===== src/rtl/mpbc_cfg.svh =====
// Offsets, field positions and reset values of the memory and peripheral bus controller.
`ifndef MPBC_CFG_SVH
`define MPBC_CFG_SVH

// ----------------------------------------------------------------------------
// Register offsets
// ----------------------------------------------------------------------------
`define MPBC_OFF_CSCFG0    12'h000
`define MPBC_OFF_CSCFG3    12'h00C
`define MPBC_OFF_TIMEOUT   12'h010
`define MPBC_OFF_CMD       12'h014
`define MPBC_OFF_DATA      12'h018
`define MPBC_OFF_STATUS    12'h01C

// ----------------------------------------------------------------------------
// Field positions
// ----------------------------------------------------------------------------
`define MPBC_CFG_WS_LSB    0
`define MPBC_CFG_POST_LSB  8
`define MPBC_CFG_WP_BIT    16
`define MPBC_CFG_ACK_BIT   17
`define MPBC_CMD_SEL_LSB   22
`define MPBC_CMD_READ_BIT  24
`define MPBC_ST_BUSY_BIT   0
`define MPBC_ST_WPERR_BIT  1
`define MPBC_ST_TMO_BIT    2
`define MPBC_ST_BOOT_LSB   8

// ----------------------------------------------------------------------------
// Reset values
// ----------------------------------------------------------------------------
`define MPBC_CSCFG_RESET   6'h3F
`define MPBC_TIMEOUT_RESET 16'h0400

`endif


===== src/rtl/mpbc_pkg.sv =====
// Types shared by the memory and peripheral bus controller.
package mpbc_pkg;

    typedef enum logic [2:0] {
        MPBC_IDLE   = 3'b001,
        MPBC_STROBE = 3'b010,
        MPBC_POST   = 3'b100
    } mpbc_state_type;

    typedef struct packed {
        logic       ack_mode;
        logic       write_protect;
        logic [4:0] post_delay;
        logic [5:0] wait_states;
    } mpbc_cs_cfg_type;

    typedef struct packed {
        logic        is_read;
        logic [1:0]  sel;
        logic [21:0] addr;
    } mpbc_cmd_type;

endpackage


===== src/rtl/mpbc_controller.sv =====
// Memory and peripheral bus controller with an APB register port.
`timescale 1ns/10ps
`include "mpbc_cfg.svh"

// How it works
// - Pins with a low suffix assert low; all others assert high.
// - read_not_write is high for reads, low for writes, whole transaction.
// - Read output strobe asserts while the external device should drive data.
// - Four low-active device selects; exactly one asserts per transaction.
// - Dedicated 22-bit address output; upper address bits live elsewhere.
// - Data pins are inputs during cold reset and load the boot vector.
// - Buffer direction follows the read or write direction of each transaction.
// - External buffer enabled only while a transaction needs it.
// - Write strobe is the write enable for write transactions.
// - Programmable 0 to 63 wait states and 0 to 31 post delay.
// - Writes to a chip select that is write-protected when the command is accepted are never performed.
// - Transaction timer raises warm reset when it expires first.
module mpbc_controller
    import mpbc_pkg::*;
(
    input  wire logic        pclk,
    input  wire logic        presetn,
    input  wire logic        psel,
    input  wire logic        penable,
    input  wire logic        pwrite,
    input  wire logic [11:0] paddr,
    input  wire logic [31:0] pwdata,
    output logic      [31:0] prdata,
    output logic             pready,
    output logic             pslverr,
    output logic      [21:0] bus_address,
    input  wire logic [7:0]  bus_data_in,
    output logic      [7:0]  bus_data_out,
    output logic             bus_data_oe_low,
    output logic      [3:0]  device_selects_n,
    output logic             read_output_strobe_n,
    output logic             bus_write_strobe_n,
    output logic             read_not_write,
    output logic             buf_direction_low,
    output logic             buffer_output_enable_low,
    input  wire logic        wait_or_ack_in_n,
    output logic             warm_reset
);

    // ------------------------------------------------------------------------
    // Declarations
    // ------------------------------------------------------------------------
    mpbc_state_type  state;
    mpbc_cs_cfg_type cs_cfg [4];
    mpbc_cmd_type    cmd;
    mpbc_cs_cfg_type act_cfg;
    logic [15:0]     timeout_limit;
    logic [15:0]     timer;
    logic [7:0]      write_data;
    logic [7:0]      read_data;
    logic [7:0]      boot_vector;
    logic            boot_pending;
    logic            wp_error;
    logic            timeout_flag;
    logic            wr_access;
    logic            cmd_write;
    logic            start;
    logic            wp_reject;
    logic            cnt_zero;
    logic            finish;
    logic            timeout_hit;
    logic            cnt_load;
    logic [5:0]      cnt_value;
    logic [31:0]     rd_word;

    function automatic logic addr_mapped(input logic [11:0] a);
        addr_mapped = (a[1:0] == 2'b00) && (a <= `MPBC_OFF_STATUS);
    endfunction

    assign act_cfg = cs_cfg[cmd.sel];

    // ------------------------------------------------------------------------
    // APB slave
    // ------------------------------------------------------------------------
    assign pready    = 1'b1;
    assign wr_access = psel && penable && pwrite && addr_mapped(paddr);
    assign cmd_write = wr_access && (paddr == `MPBC_OFF_CMD);
    assign pslverr   = psel && penable && (!addr_mapped(paddr) || (cmd_write && state != MPBC_IDLE));

    always_comb begin
        rd_word = 32'h0000_0000;
        if (paddr <= `MPBC_OFF_CSCFG3) begin
            rd_word[`MPBC_CFG_WS_LSB +: 6]   = cs_cfg[paddr[3:2]].wait_states;
            rd_word[`MPBC_CFG_POST_LSB +: 5] = cs_cfg[paddr[3:2]].post_delay;
            rd_word[`MPBC_CFG_WP_BIT]        = cs_cfg[paddr[3:2]].write_protect;
            rd_word[`MPBC_CFG_ACK_BIT]       = cs_cfg[paddr[3:2]].ack_mode;
        end else if (paddr == `MPBC_OFF_TIMEOUT) begin
            rd_word[15:0] = timeout_limit;
        end else if (paddr == `MPBC_OFF_CMD) begin
            rd_word[24:0] = cmd;
        end else if (paddr == `MPBC_OFF_DATA) begin
            rd_word[7:0] = read_data;
        end else if (paddr == `MPBC_OFF_STATUS) begin
            rd_word[`MPBC_ST_BUSY_BIT]      = (state != MPBC_IDLE);
            rd_word[`MPBC_ST_WPERR_BIT]     = wp_error;
            rd_word[`MPBC_ST_TMO_BIT]       = timeout_flag;
            rd_word[`MPBC_ST_BOOT_LSB +: 8] = boot_vector;
        end
    end

    // Read data is sampled in the setup cycle so it comes from a flip-flop.
    always_ff @(posedge pclk or negedge presetn) begin
        if (!presetn) begin
            prdata <= 32'h0000_0000;
        end else if (psel && !penable) begin
            prdata <= addr_mapped(paddr) ? rd_word : 32'h0000_0000;
        end
    end

    // ------------------------------------------------------------------------
    // Configuration registers
    // ------------------------------------------------------------------------
    always_ff @(posedge pclk or negedge presetn) begin
        if (!presetn) begin
            for (int i = 0; i < 4; i++) begin
                cs_cfg[i] <= '{ack_mode: 1'b0, write_protect: 1'b0, post_delay: 5'h00,
                               wait_states: `MPBC_CSCFG_RESET};
            end
        end else if (wr_access && paddr <= `MPBC_OFF_CSCFG3) begin
            cs_cfg[paddr[3:2]] <= '{ack_mode:      pwdata[`MPBC_CFG_ACK_BIT],
                                   write_protect: pwdata[`MPBC_CFG_WP_BIT],
                                   post_delay:    pwdata[`MPBC_CFG_POST_LSB +: 5],
                                   wait_states:   pwdata[`MPBC_CFG_WS_LSB +: 6]};
        end
    end

    always_ff @(posedge pclk or negedge presetn) begin
        if (!presetn) begin
            timeout_limit <= `MPBC_TIMEOUT_RESET;
        end else if (wr_access && paddr == `MPBC_OFF_TIMEOUT) begin
            timeout_limit <= pwdata[15:0];
        end
    end

    always_ff @(posedge pclk or negedge presetn) begin
        if (!presetn) begin
            write_data <= 8'h00;
        end else if (wr_access && paddr == `MPBC_OFF_DATA) begin
            write_data <= pwdata[7:0];
        end
    end

    // ------------------------------------------------------------------------
    // Command acceptance and status flags
    // ------------------------------------------------------------------------
    assign wp_reject = cmd_write && state == MPBC_IDLE && !pwdata[`MPBC_CMD_READ_BIT]
                       && cs_cfg[pwdata[`MPBC_CMD_SEL_LSB +: 2]].write_protect;
    assign start     = cmd_write && state == MPBC_IDLE && !wp_reject;

    always_ff @(posedge pclk or negedge presetn) begin
        if (!presetn) begin
            cmd <= '{is_read: 1'b1, sel: 2'b00, addr: 22'h000000};
        end else if (start) begin
            cmd <= pwdata[24:0];
        end
    end

    // Status bits clear on a write of one; a new event in that cycle wins.
    always_ff @(posedge pclk or negedge presetn) begin
        if (!presetn) begin
            wp_error     <= 1'b0;
            timeout_flag <= 1'b0;
        end else begin
            wp_error     <= wp_reject ||
                            (wp_error && !(wr_access && paddr == `MPBC_OFF_STATUS && pwdata[`MPBC_ST_WPERR_BIT]));
            timeout_flag <= timeout_hit ||
                            (timeout_flag && !(wr_access && paddr == `MPBC_OFF_STATUS && pwdata[`MPBC_ST_TMO_BIT]));
        end
    end

    // The data pins are never driven in reset, so the first edge after release sees the boot straps.
    always_ff @(posedge pclk or negedge presetn) begin
        if (!presetn) begin
            boot_pending <= 1'b1;
            boot_vector  <= 8'h00;
        end else if (boot_pending) begin
            boot_pending <= 1'b0;
            boot_vector  <= bus_data_in;
        end
    end

    // ------------------------------------------------------------------------
    // Transaction sequencer
    // ------------------------------------------------------------------------
    assign finish      = state == MPBC_STROBE && cnt_zero && !timeout_hit &&
                         (act_cfg.ack_mode ? !wait_or_ack_in_n : wait_or_ack_in_n);
    assign timeout_hit = state == MPBC_STROBE && timeout_limit != 16'h0000 && timer >= timeout_limit;
    assign cnt_load    = start || finish;
    assign cnt_value   = start ? cs_cfg[pwdata[`MPBC_CMD_SEL_LSB +: 2]].wait_states
                               : {1'b0, act_cfg.post_delay - 5'h01};

    mpbc_delay_counter u_delay (
        .pclk       (pclk),
        .presetn    (presetn),
        .load       (cnt_load),
        .load_value (cnt_value),
        .count      (state != MPBC_IDLE),
        .is_zero    (cnt_zero)
    );

    always_ff @(posedge pclk or negedge presetn) begin
        if (!presetn) begin
            state <= MPBC_IDLE;
        end else begin
            case (state)
                MPBC_IDLE: begin
                    if (start) begin
                        state <= MPBC_STROBE;
                    end
                end
                MPBC_STROBE: begin
                    if (timeout_hit) begin
                        state <= MPBC_IDLE;
                    end else if (finish) begin
                        state <= (act_cfg.post_delay == 5'h00) ? MPBC_IDLE : MPBC_POST;
                    end
                end
                MPBC_POST: begin
                    if (cnt_zero) begin
                        state <= MPBC_IDLE;
                    end
                end
                default: begin
                    state <= MPBC_IDLE;
                end
            endcase
        end
    end

    always_ff @(posedge pclk or negedge presetn) begin
        if (!presetn) begin
            timer <= 16'h0000;
        end else if (start) begin
            timer <= 16'h0000;
        end else if (state == MPBC_STROBE && timer != 16'hFFFF) begin
            timer <= timer + 16'h0001;
        end
    end

    always_ff @(posedge pclk or negedge presetn) begin
        if (!presetn) begin
            warm_reset <= 1'b0;
        end else begin
            warm_reset <= timeout_hit;
        end
    end

    always_ff @(posedge pclk or negedge presetn) begin
        if (!presetn) begin
            read_data <= 8'h00;
        end else if (finish && cmd.is_read) begin
            read_data <= bus_data_in;
        end
    end

    always_ff @(posedge pclk or negedge presetn) begin
        if (!presetn) begin
            bus_address  <= 22'h000000;
            bus_data_out <= 8'h00;
        end else if (start) begin
            bus_address  <= pwdata[21:0];
            bus_data_out <= write_data;
        end
    end

    // ------------------------------------------------------------------------
    // Pin strobes, all low-active except read_not_write
    // ------------------------------------------------------------------------
    always_comb begin
        device_selects_n         = 4'hF;
        read_output_strobe_n     = 1'b1;
        bus_write_strobe_n       = 1'b1;
        buffer_output_enable_low = 1'b1;
        if (state == MPBC_STROBE) begin
            device_selects_n         = ~(4'h1 << cmd.sel);
            read_output_strobe_n     = !cmd.is_read;
            bus_write_strobe_n       = cmd.is_read;
            buffer_output_enable_low = 1'b0;
        end
    end

    assign read_not_write    = cmd.is_read;
    assign buf_direction_low = !cmd.is_read;
    assign bus_data_oe_low   = !(state == MPBC_STROBE && !cmd.is_read);
endmodule // mpbc_controller


===== src/rtl/mpbc_delay_counter.sv =====
// Loadable down counter used for wait states and post-access delay.
`timescale 1ns/10ps
module mpbc_delay_counter (
    input  wire logic       pclk,
    input  wire logic       presetn,
    input  wire logic       load,
    input  wire logic [5:0] load_value,
    input  wire logic       count,
    output logic            is_zero
);

    logic [5:0] value;

    always_ff @(posedge pclk or negedge presetn) begin
        if (!presetn) begin
            value <= 6'h00;
        end else if (load) begin
            value <= load_value;
        end else if (count && value != 6'h00) begin
            value <= value - 6'h01;
        end
    end

    assign is_zero = (value == 6'h00);

endmodule // mpbc_delay_counter


===== config.mk =====
export PLATFORM = sky130hd
export DESIGN_NAME = mpbc_controller
export DESIGN_NICKNAME = d
export VERILOG_FILES = /design/src/rtl/mpbc_pkg.sv /design/src/rtl/mpbc_controller.sv /design/src/rtl/mpbc_delay_counter.sv
export VERILOG_INCLUDE_DIRS = /design/src /design/src/rtl
export SDC_FILE = /design/constraint.sdc
export NUM_CORES = 1
export LEC_CHECK = 0
export BUFFER_PORTS_ARGS = -buffer_cell sky130_fd_sc_hd__buf_2
export CORE_MARGIN = 5
export CORE_UTILIZATION = 50
export CTS_BUF_LIST = sky130_fd_sc_hd__clkbuf_8
export CTS_CLUSTER_DIAMETER = 30
export DETAILED_ROUTE_END_ITERATION = 8
export PLACE_DENSITY = 0.75
export SKIP_LAST_GASP = 1
export SLEW_MARGIN = 20
export SYNTH_ARGS = -nofsm -noshare
export SYNTH_HDL_FRONTEND = slang
export SYNTH_SLANG_ARGS = --single-unit
export TNS_END_PERCENT = 10

===== constraint.sdc =====
create_clock -name pclk -period 4.61 [get_ports pclk]
set_input_delay 0.461 -clock pclk [delete_from_list [all_inputs] [get_ports pclk]]
set_output_delay 0.461 -clock pclk [all_outputs]
set_load 0.01 [all_outputs]

==> impl_metrics.xml <==
<?xml version="1.0" encoding="UTF-8"?>
<metrics>
  <group name="power">
    <metric name="power.density" unit="nW/µm²">281</metric>
    <metric name="vdd.ir_drop.worst" unit="mV">0.175</metric>
    <metric name="total_leakage_power" unit="nW">4.89</metric>
  </group>
  <group name="setup_path">
    <metric name="critPathRequiredTime" unit="ns">4.98</metric>
    <metric name="cp_max_fo" unit="">10</metric>
    <metric name="critical_setup_path_class" unit="">reg -&gt; reg</metric>
    <metric name="worstSetupStartpoint" unit="">timeout_limit[10]</metric>
    <metric name="cp-end-kind" unit="">flip-flop</metric>
    <metric name="worst_flop_to_flop_path_startpoint" unit="">timeout_limit[10]</metric>
    <metric name="timing.critical_path.arrival" unit="ns">3.49</metric>
    <metric name="startpoint_type" unit="">flip-flop</metric>
  </group>
  <group name="drt">
    <metric name="final_antenna_net_count" unit="">0</metric>
    <metric name="drt_wl_total" unit="µm">23100</metric>
    <metric name="detail_route.vias_per_cell" unit="">5.67</metric>
    <metric name="drt_first_iter_violations" unit="">583</metric>
    <metric name="drt_pre_antenna_iters" unit="">5</metric>
    <metric name="dr_total_vias" unit="">6529</metric>
    <metric name="detail_route.wl_per_cell" unit="µm">20.1</metric>
    <metric name="detail_route.drc_violations" unit="">0</metric>
  </group>
  <group name="outcome">
    <metric name="run_status" unit="">complete, no violations</metric>
  </group>
  <group name="yosys">
    <metric name="synth_enable_flop_cells" unit="">0</metric>
    <metric name="yosysWarningCount" unit="">0</metric>
    <metric name="synth_cells" unit="">821</metric>
    <metric name="largest_family_of_logic_cells_by_synthesized_area" unit="">multiplexers</metric>
    <metric name="yosys.cell_count.top_type" unit="">sky130_fd_sc_hd__dfrtp_1</metric>
    <metric name="yosys.area_share.simple" unit="%">12.9</metric>
    <metric name="synth_common_cells" unit="">sky130_fd_sc_hd__dfrtp_1, sky130_fd_sc_hd__nand2_1, sky130_fd_sc_hd__mux2_2</metric>
    <metric name="yosys.cell_types.count" unit="">55</metric>
    <metric name="post_synth_xor_area_fraction" unit="%">1.91</metric>
    <metric name="syn_avg_cell_area" unit="µm²">11.2</metric>
    <metric name="synth-seq-cells" unit="">179</metric>
    <metric name="syn_area" unit="µm²">9160</metric>
    <metric name="asyncSetResetFlopFracSynth" unit="%">100</metric>
    <metric name="post_synth_mux_area_share" unit="%">20.4</metric>
    <metric name="yosys.area_share.adder" unit="%">2.87</metric>
    <metric name="post_synth_main_area_contributors" unit="">sky130_fd_sc_hd__dfrtp_1, sky130_fd_sc_hd__mux2_2, sky130_fd_sc_hd__dfstp_2</metric>
    <metric name="ys_seq_area_share" unit="%">49.3</metric>
    <metric name="top_cell_type_s_share_of_synthesized_area" unit="%">41.2</metric>
    <metric name="synth_compound_gate_area_share" unit="%">7.01</metric>
    <metric name="post_synthesis_cell_type_with_the_largest_combined_area" unit="">sky130_fd_sc_hd__dfrtp_1</metric>
    <metric name="synth_flop_cell" unit="">sky130_fd_sc_hd__dfrtp_1</metric>
  </group>
  <group name="min_path">
    <metric name="hold_path.class" unit="">in -&gt; async</metric>
  </group>
  <group name="place">
    <metric name="numPortBuffers" unit="">117</metric>
    <metric name="dpl-instance-area" unit="µm²">9810</metric>
    <metric name="gpl.final_weighted_congestion" unit="">0.886</metric>
    <metric name="dpl.hpwl" unit="µm">16800</metric>
  </group>
  <group name="floorplan">
    <metric name="floorplan.initialDensity" unit="%">50.8</metric>
    <metric name="die-area" unit="µm²">21100</metric>
    <metric name="core_region_area" unit="µm²">18000</metric>
    <metric name="die_width" unit="µm">145</metric>
    <metric name="die-height" unit="µm">145</metric>
    <metric name="placementRows" unit="">49</metric>
    <metric name="num_io_pins" unit="">133</metric>
  </group>
  <group name="finish">
    <metric name="area_growth" unit="%">11.4</metric>
    <metric name="layout.nets" unit="">989</metric>
    <metric name="count_of_filler_cells_inserted_in_the_layout" unit="">1564</metric>
    <metric name="ratio_of_cells_with_drive_above_1_in_the_final_layout" unit="%">34.8</metric>
    <metric name="diodes" unit="">0</metric>
    <metric name="final_cell_area" unit="µm²">10200</metric>
  </group>
  <group name="clocking">
    <metric name="postCtsSetupBuffers" unit="">0</metric>
    <metric name="cts.htree.levels" unit="">4</metric>
    <metric name="tritoncts" unit="">yes</metric>
    <metric name="tritoncts_num_sinks" unit="">179</metric>
    <metric name="cts_resized" unit="">0</metric>
    <metric name="cts_root_buf" unit="">sky130_fd_sc_hd__clkbuf_8</metric>
    <metric name="clock_latency" unit="ns">0.48</metric>
    <metric name="cts_hold_buffers" unit="">0</metric>
    <metric name="cts_buffer_depth" unit="">2</metric>
    <metric name="cts_made_buffers" unit="">17</metric>
    <metric name="clk_pin_slew_worst_paths" unit="ns">0.10</metric>
  </group>
  <group name="timing">
    <metric name="finClkSkew" unit="ns">0.0138</metric>
    <metric name="timing.final.setup_violations" unit="">0</metric>
    <metric name="slew_violations" unit="">0</metric>
    <metric name="rsz_0062_raised_after_global_routing" unit="">false</metric>
    <metric name="finalCritPeriodShare" unit="%">67.7</metric>
    <metric name="finalHoldViolCount" unit="">0</metric>
    <metric name="slew-limit-headroom" unit="%">32.2</metric>
    <metric name="totalNegativeSetupSlack" unit="ns">0</metric>
    <metric name="final_period_minus_worst_setup_slack" unit="ns">3.12</metric>
    <metric name="fmaxAchievable" unit="MHz">321</metric>
    <metric name="tightestPinTransition" unit="ns">1.01</metric>
  </group>
  <group name="global_route">
    <metric name="grt_pass1_vias" unit="">6667</metric>
    <metric name="globalRouteMet2Util" unit="%">35.7</metric>
    <metric name="grt.met3_usage" unit="%">4.80</metric>
    <metric name="grt_first_pass_wirelength" unit="µm">37100</metric>
    <metric name="grt.total_usage" unit="%">22.1</metric>
    <metric name="met1_grt_util" unit="%">30.3</metric>
    <metric name="grt_most_used_layer" unit="">met2</metric>
    <metric name="grt_overflow" unit="">0</metric>
    <metric name="grt_antenna_before_repair" unit="">0</metric>
    <metric name="pin_count_of_the_biggest_net_entering_global_routing" unit="">98</metric>
  </group>
  <group name="flow_run">
    <metric name="max-cap-violations" unit="">0</metric>
  </group>
</metrics>
==> power by group <==
| group | internal, mW | switching, mW | total [mW] |
|---|---|---|---|
| Combinational | 0.0648 | 0.110 | 0.175 |
| Sequential | 1.59 | 0.0184 | 1.61 |
| Clock | 0.486 | 0.594 | 1.08 |
| Total | 2.14 | 0.722 | 2.86 |
==> cell usage in the layout (no fill, tap or decap), types with 3 or more instances in the layout <==
master                       count
sky130_fd_sc_hd__nor4_1          5
sky130_fd_sc_hd__buf_4          17
sky130_fd_sc_hd__or3_1           5
sky130_fd_sc_hd__a211oi_1        5
sky130_fd_sc_hd__clkbuf_8       17
sky130_fd_sc_hd__and4_1          3
sky130_fd_sc_hd__dfrtp_1       151
sky130_fd_sc_hd__conb_1          9
sky130_fd_sc_hd__buf_2         116
sky130_fd_sc_hd__nand2b_1        7
sky130_fd_sc_hd__nand2_1       146
sky130_fd_sc_hd__a22o_1          8
sky130_fd_sc_hd__inv_1          30
sky130_fd_sc_hd__dfstp_2        28
sky130_fd_sc_hd__ha_1           21
sky130_fd_sc_hd__mux4_2         29
sky130_fd_sc_hd__mux2_4          8
sky130_fd_sc_hd__o31ai_1        10
sky130_fd_sc_hd__nor3_1         16
sky130_fd_sc_hd__nand3_1        13
sky130_fd_sc_hd__and3_1          3
sky130_fd_sc_hd__inv_6           4
sky130_fd_sc_hd__mux2_2         84
sky130_fd_sc_hd__xnor2_1        17
sky130_fd_sc_hd__mux2i_1        15
sky130_fd_sc_hd__a221oi_1        5
sky130_fd_sc_hd__nand4_1         6
sky130_fd_sc_hd__o21ai_0        24
sky130_fd_sc_hd__xor2_1          3
sky130_fd_sc_hd__a21oi_1        31
sky130_fd_sc_hd__nor2_1         45
sky130_fd_sc_hd__clkinvlp_4      3
==> worst max-delay path, cell delays in order (launching register included) <==
cell                      delay [ns]
sky130_fd_sc_hd__dfstp_2        0.59
sky130_fd_sc_hd__inv_1          0.06
sky130_fd_sc_hd__ha_1           0.27
sky130_fd_sc_hd__nand2_1        0.06
sky130_fd_sc_hd__nor2_1         0.15
sky130_fd_sc_hd__nand3_1        0.10
sky130_fd_sc_hd__a31oi_1        0.82
sky130_fd_sc_hd__or3_1          0.61
sky130_fd_sc_hd__mux2_4         0.35
==> worst paths after layout <==
kind	slack, ns	end	cells past startpoint
max reg2reg	1.49	read_data[4]	8
min	0.05	cmd[14]	1
min reg2reg	0.48	bus_data_out[6]	2
min in group pclk	0.16	cmd[20]	3
max in group asynchronous	3.58	cs_cfg[14]	2
max	1.49	read_data[4]	8
==> stage by stage <==
| stage | total power [mW] | util, % | hold slack [ns] | instances | setup WS (ns) |
|---|---|---|---|---|---|
| after CTS | 2.88 | 56.6 | 0.0984 | 1151 | 1.53 |
| final | 2.86 | 56.6 | 0.0509 | 1151 | 1.49 |
| after global placement | 1.81 | 54.4 | 0.449 | 1120 | 1.51 |
| after detailed placement | 1.82 | 54.4 | 0.457 | 1120 | 1.47 |
| after global routing | 2.98 | 56.6 | 0.105 | 1151 | 1.38 |
| after floorplan | 1.73 | - | 0.165 | 828 | 2.15 |
==> per-layer routing <==
metal	up-vias	part of all wire [%]
met4	0	2.1
met5	-	0
met1	3289	44
met3	35	5.7
li1	3017	-
met2	188	48
==> registers in the layout (all words and copies together), names as in the netlist <==
signal / count
prdata: 25
state: 3
bus_data_out: 8
timeout_limit: 16
cs_cfg: 52
write_data: 8
boot_pending: 1
timer: 16
warm_reset: 1
boot_vector: 8
u_delay.value: 6
timeout_flag: 1
wp_error: 1
read_not_write: 1
cmd: 24
read_data: 8
==> area by class of cell <==
type	count	area [µm²]	share of cell area [%]
Clock inverter	14	154	1.51
Tap cell	229	287	2.81
Inverter	28	105	1.03
Clock buffer	17	234	2.29
Timing Repair Buffer	135	739	7.25
Sequential cell	179	4510	44.2
Multi-Input combinational cell	549	4170	40.9
==> cell families after synthesis <==
family	count (synthesis)
AO/OA/AOI/OAI	99
other	2
buffers and inverters	100
XOR/XNOR	20
flip-flops	179
multiplexers	136
AND/OR/NAND/NOR	264
adder cells (fa/ha/maj)	21
Power figures use the tool's default switching activity.
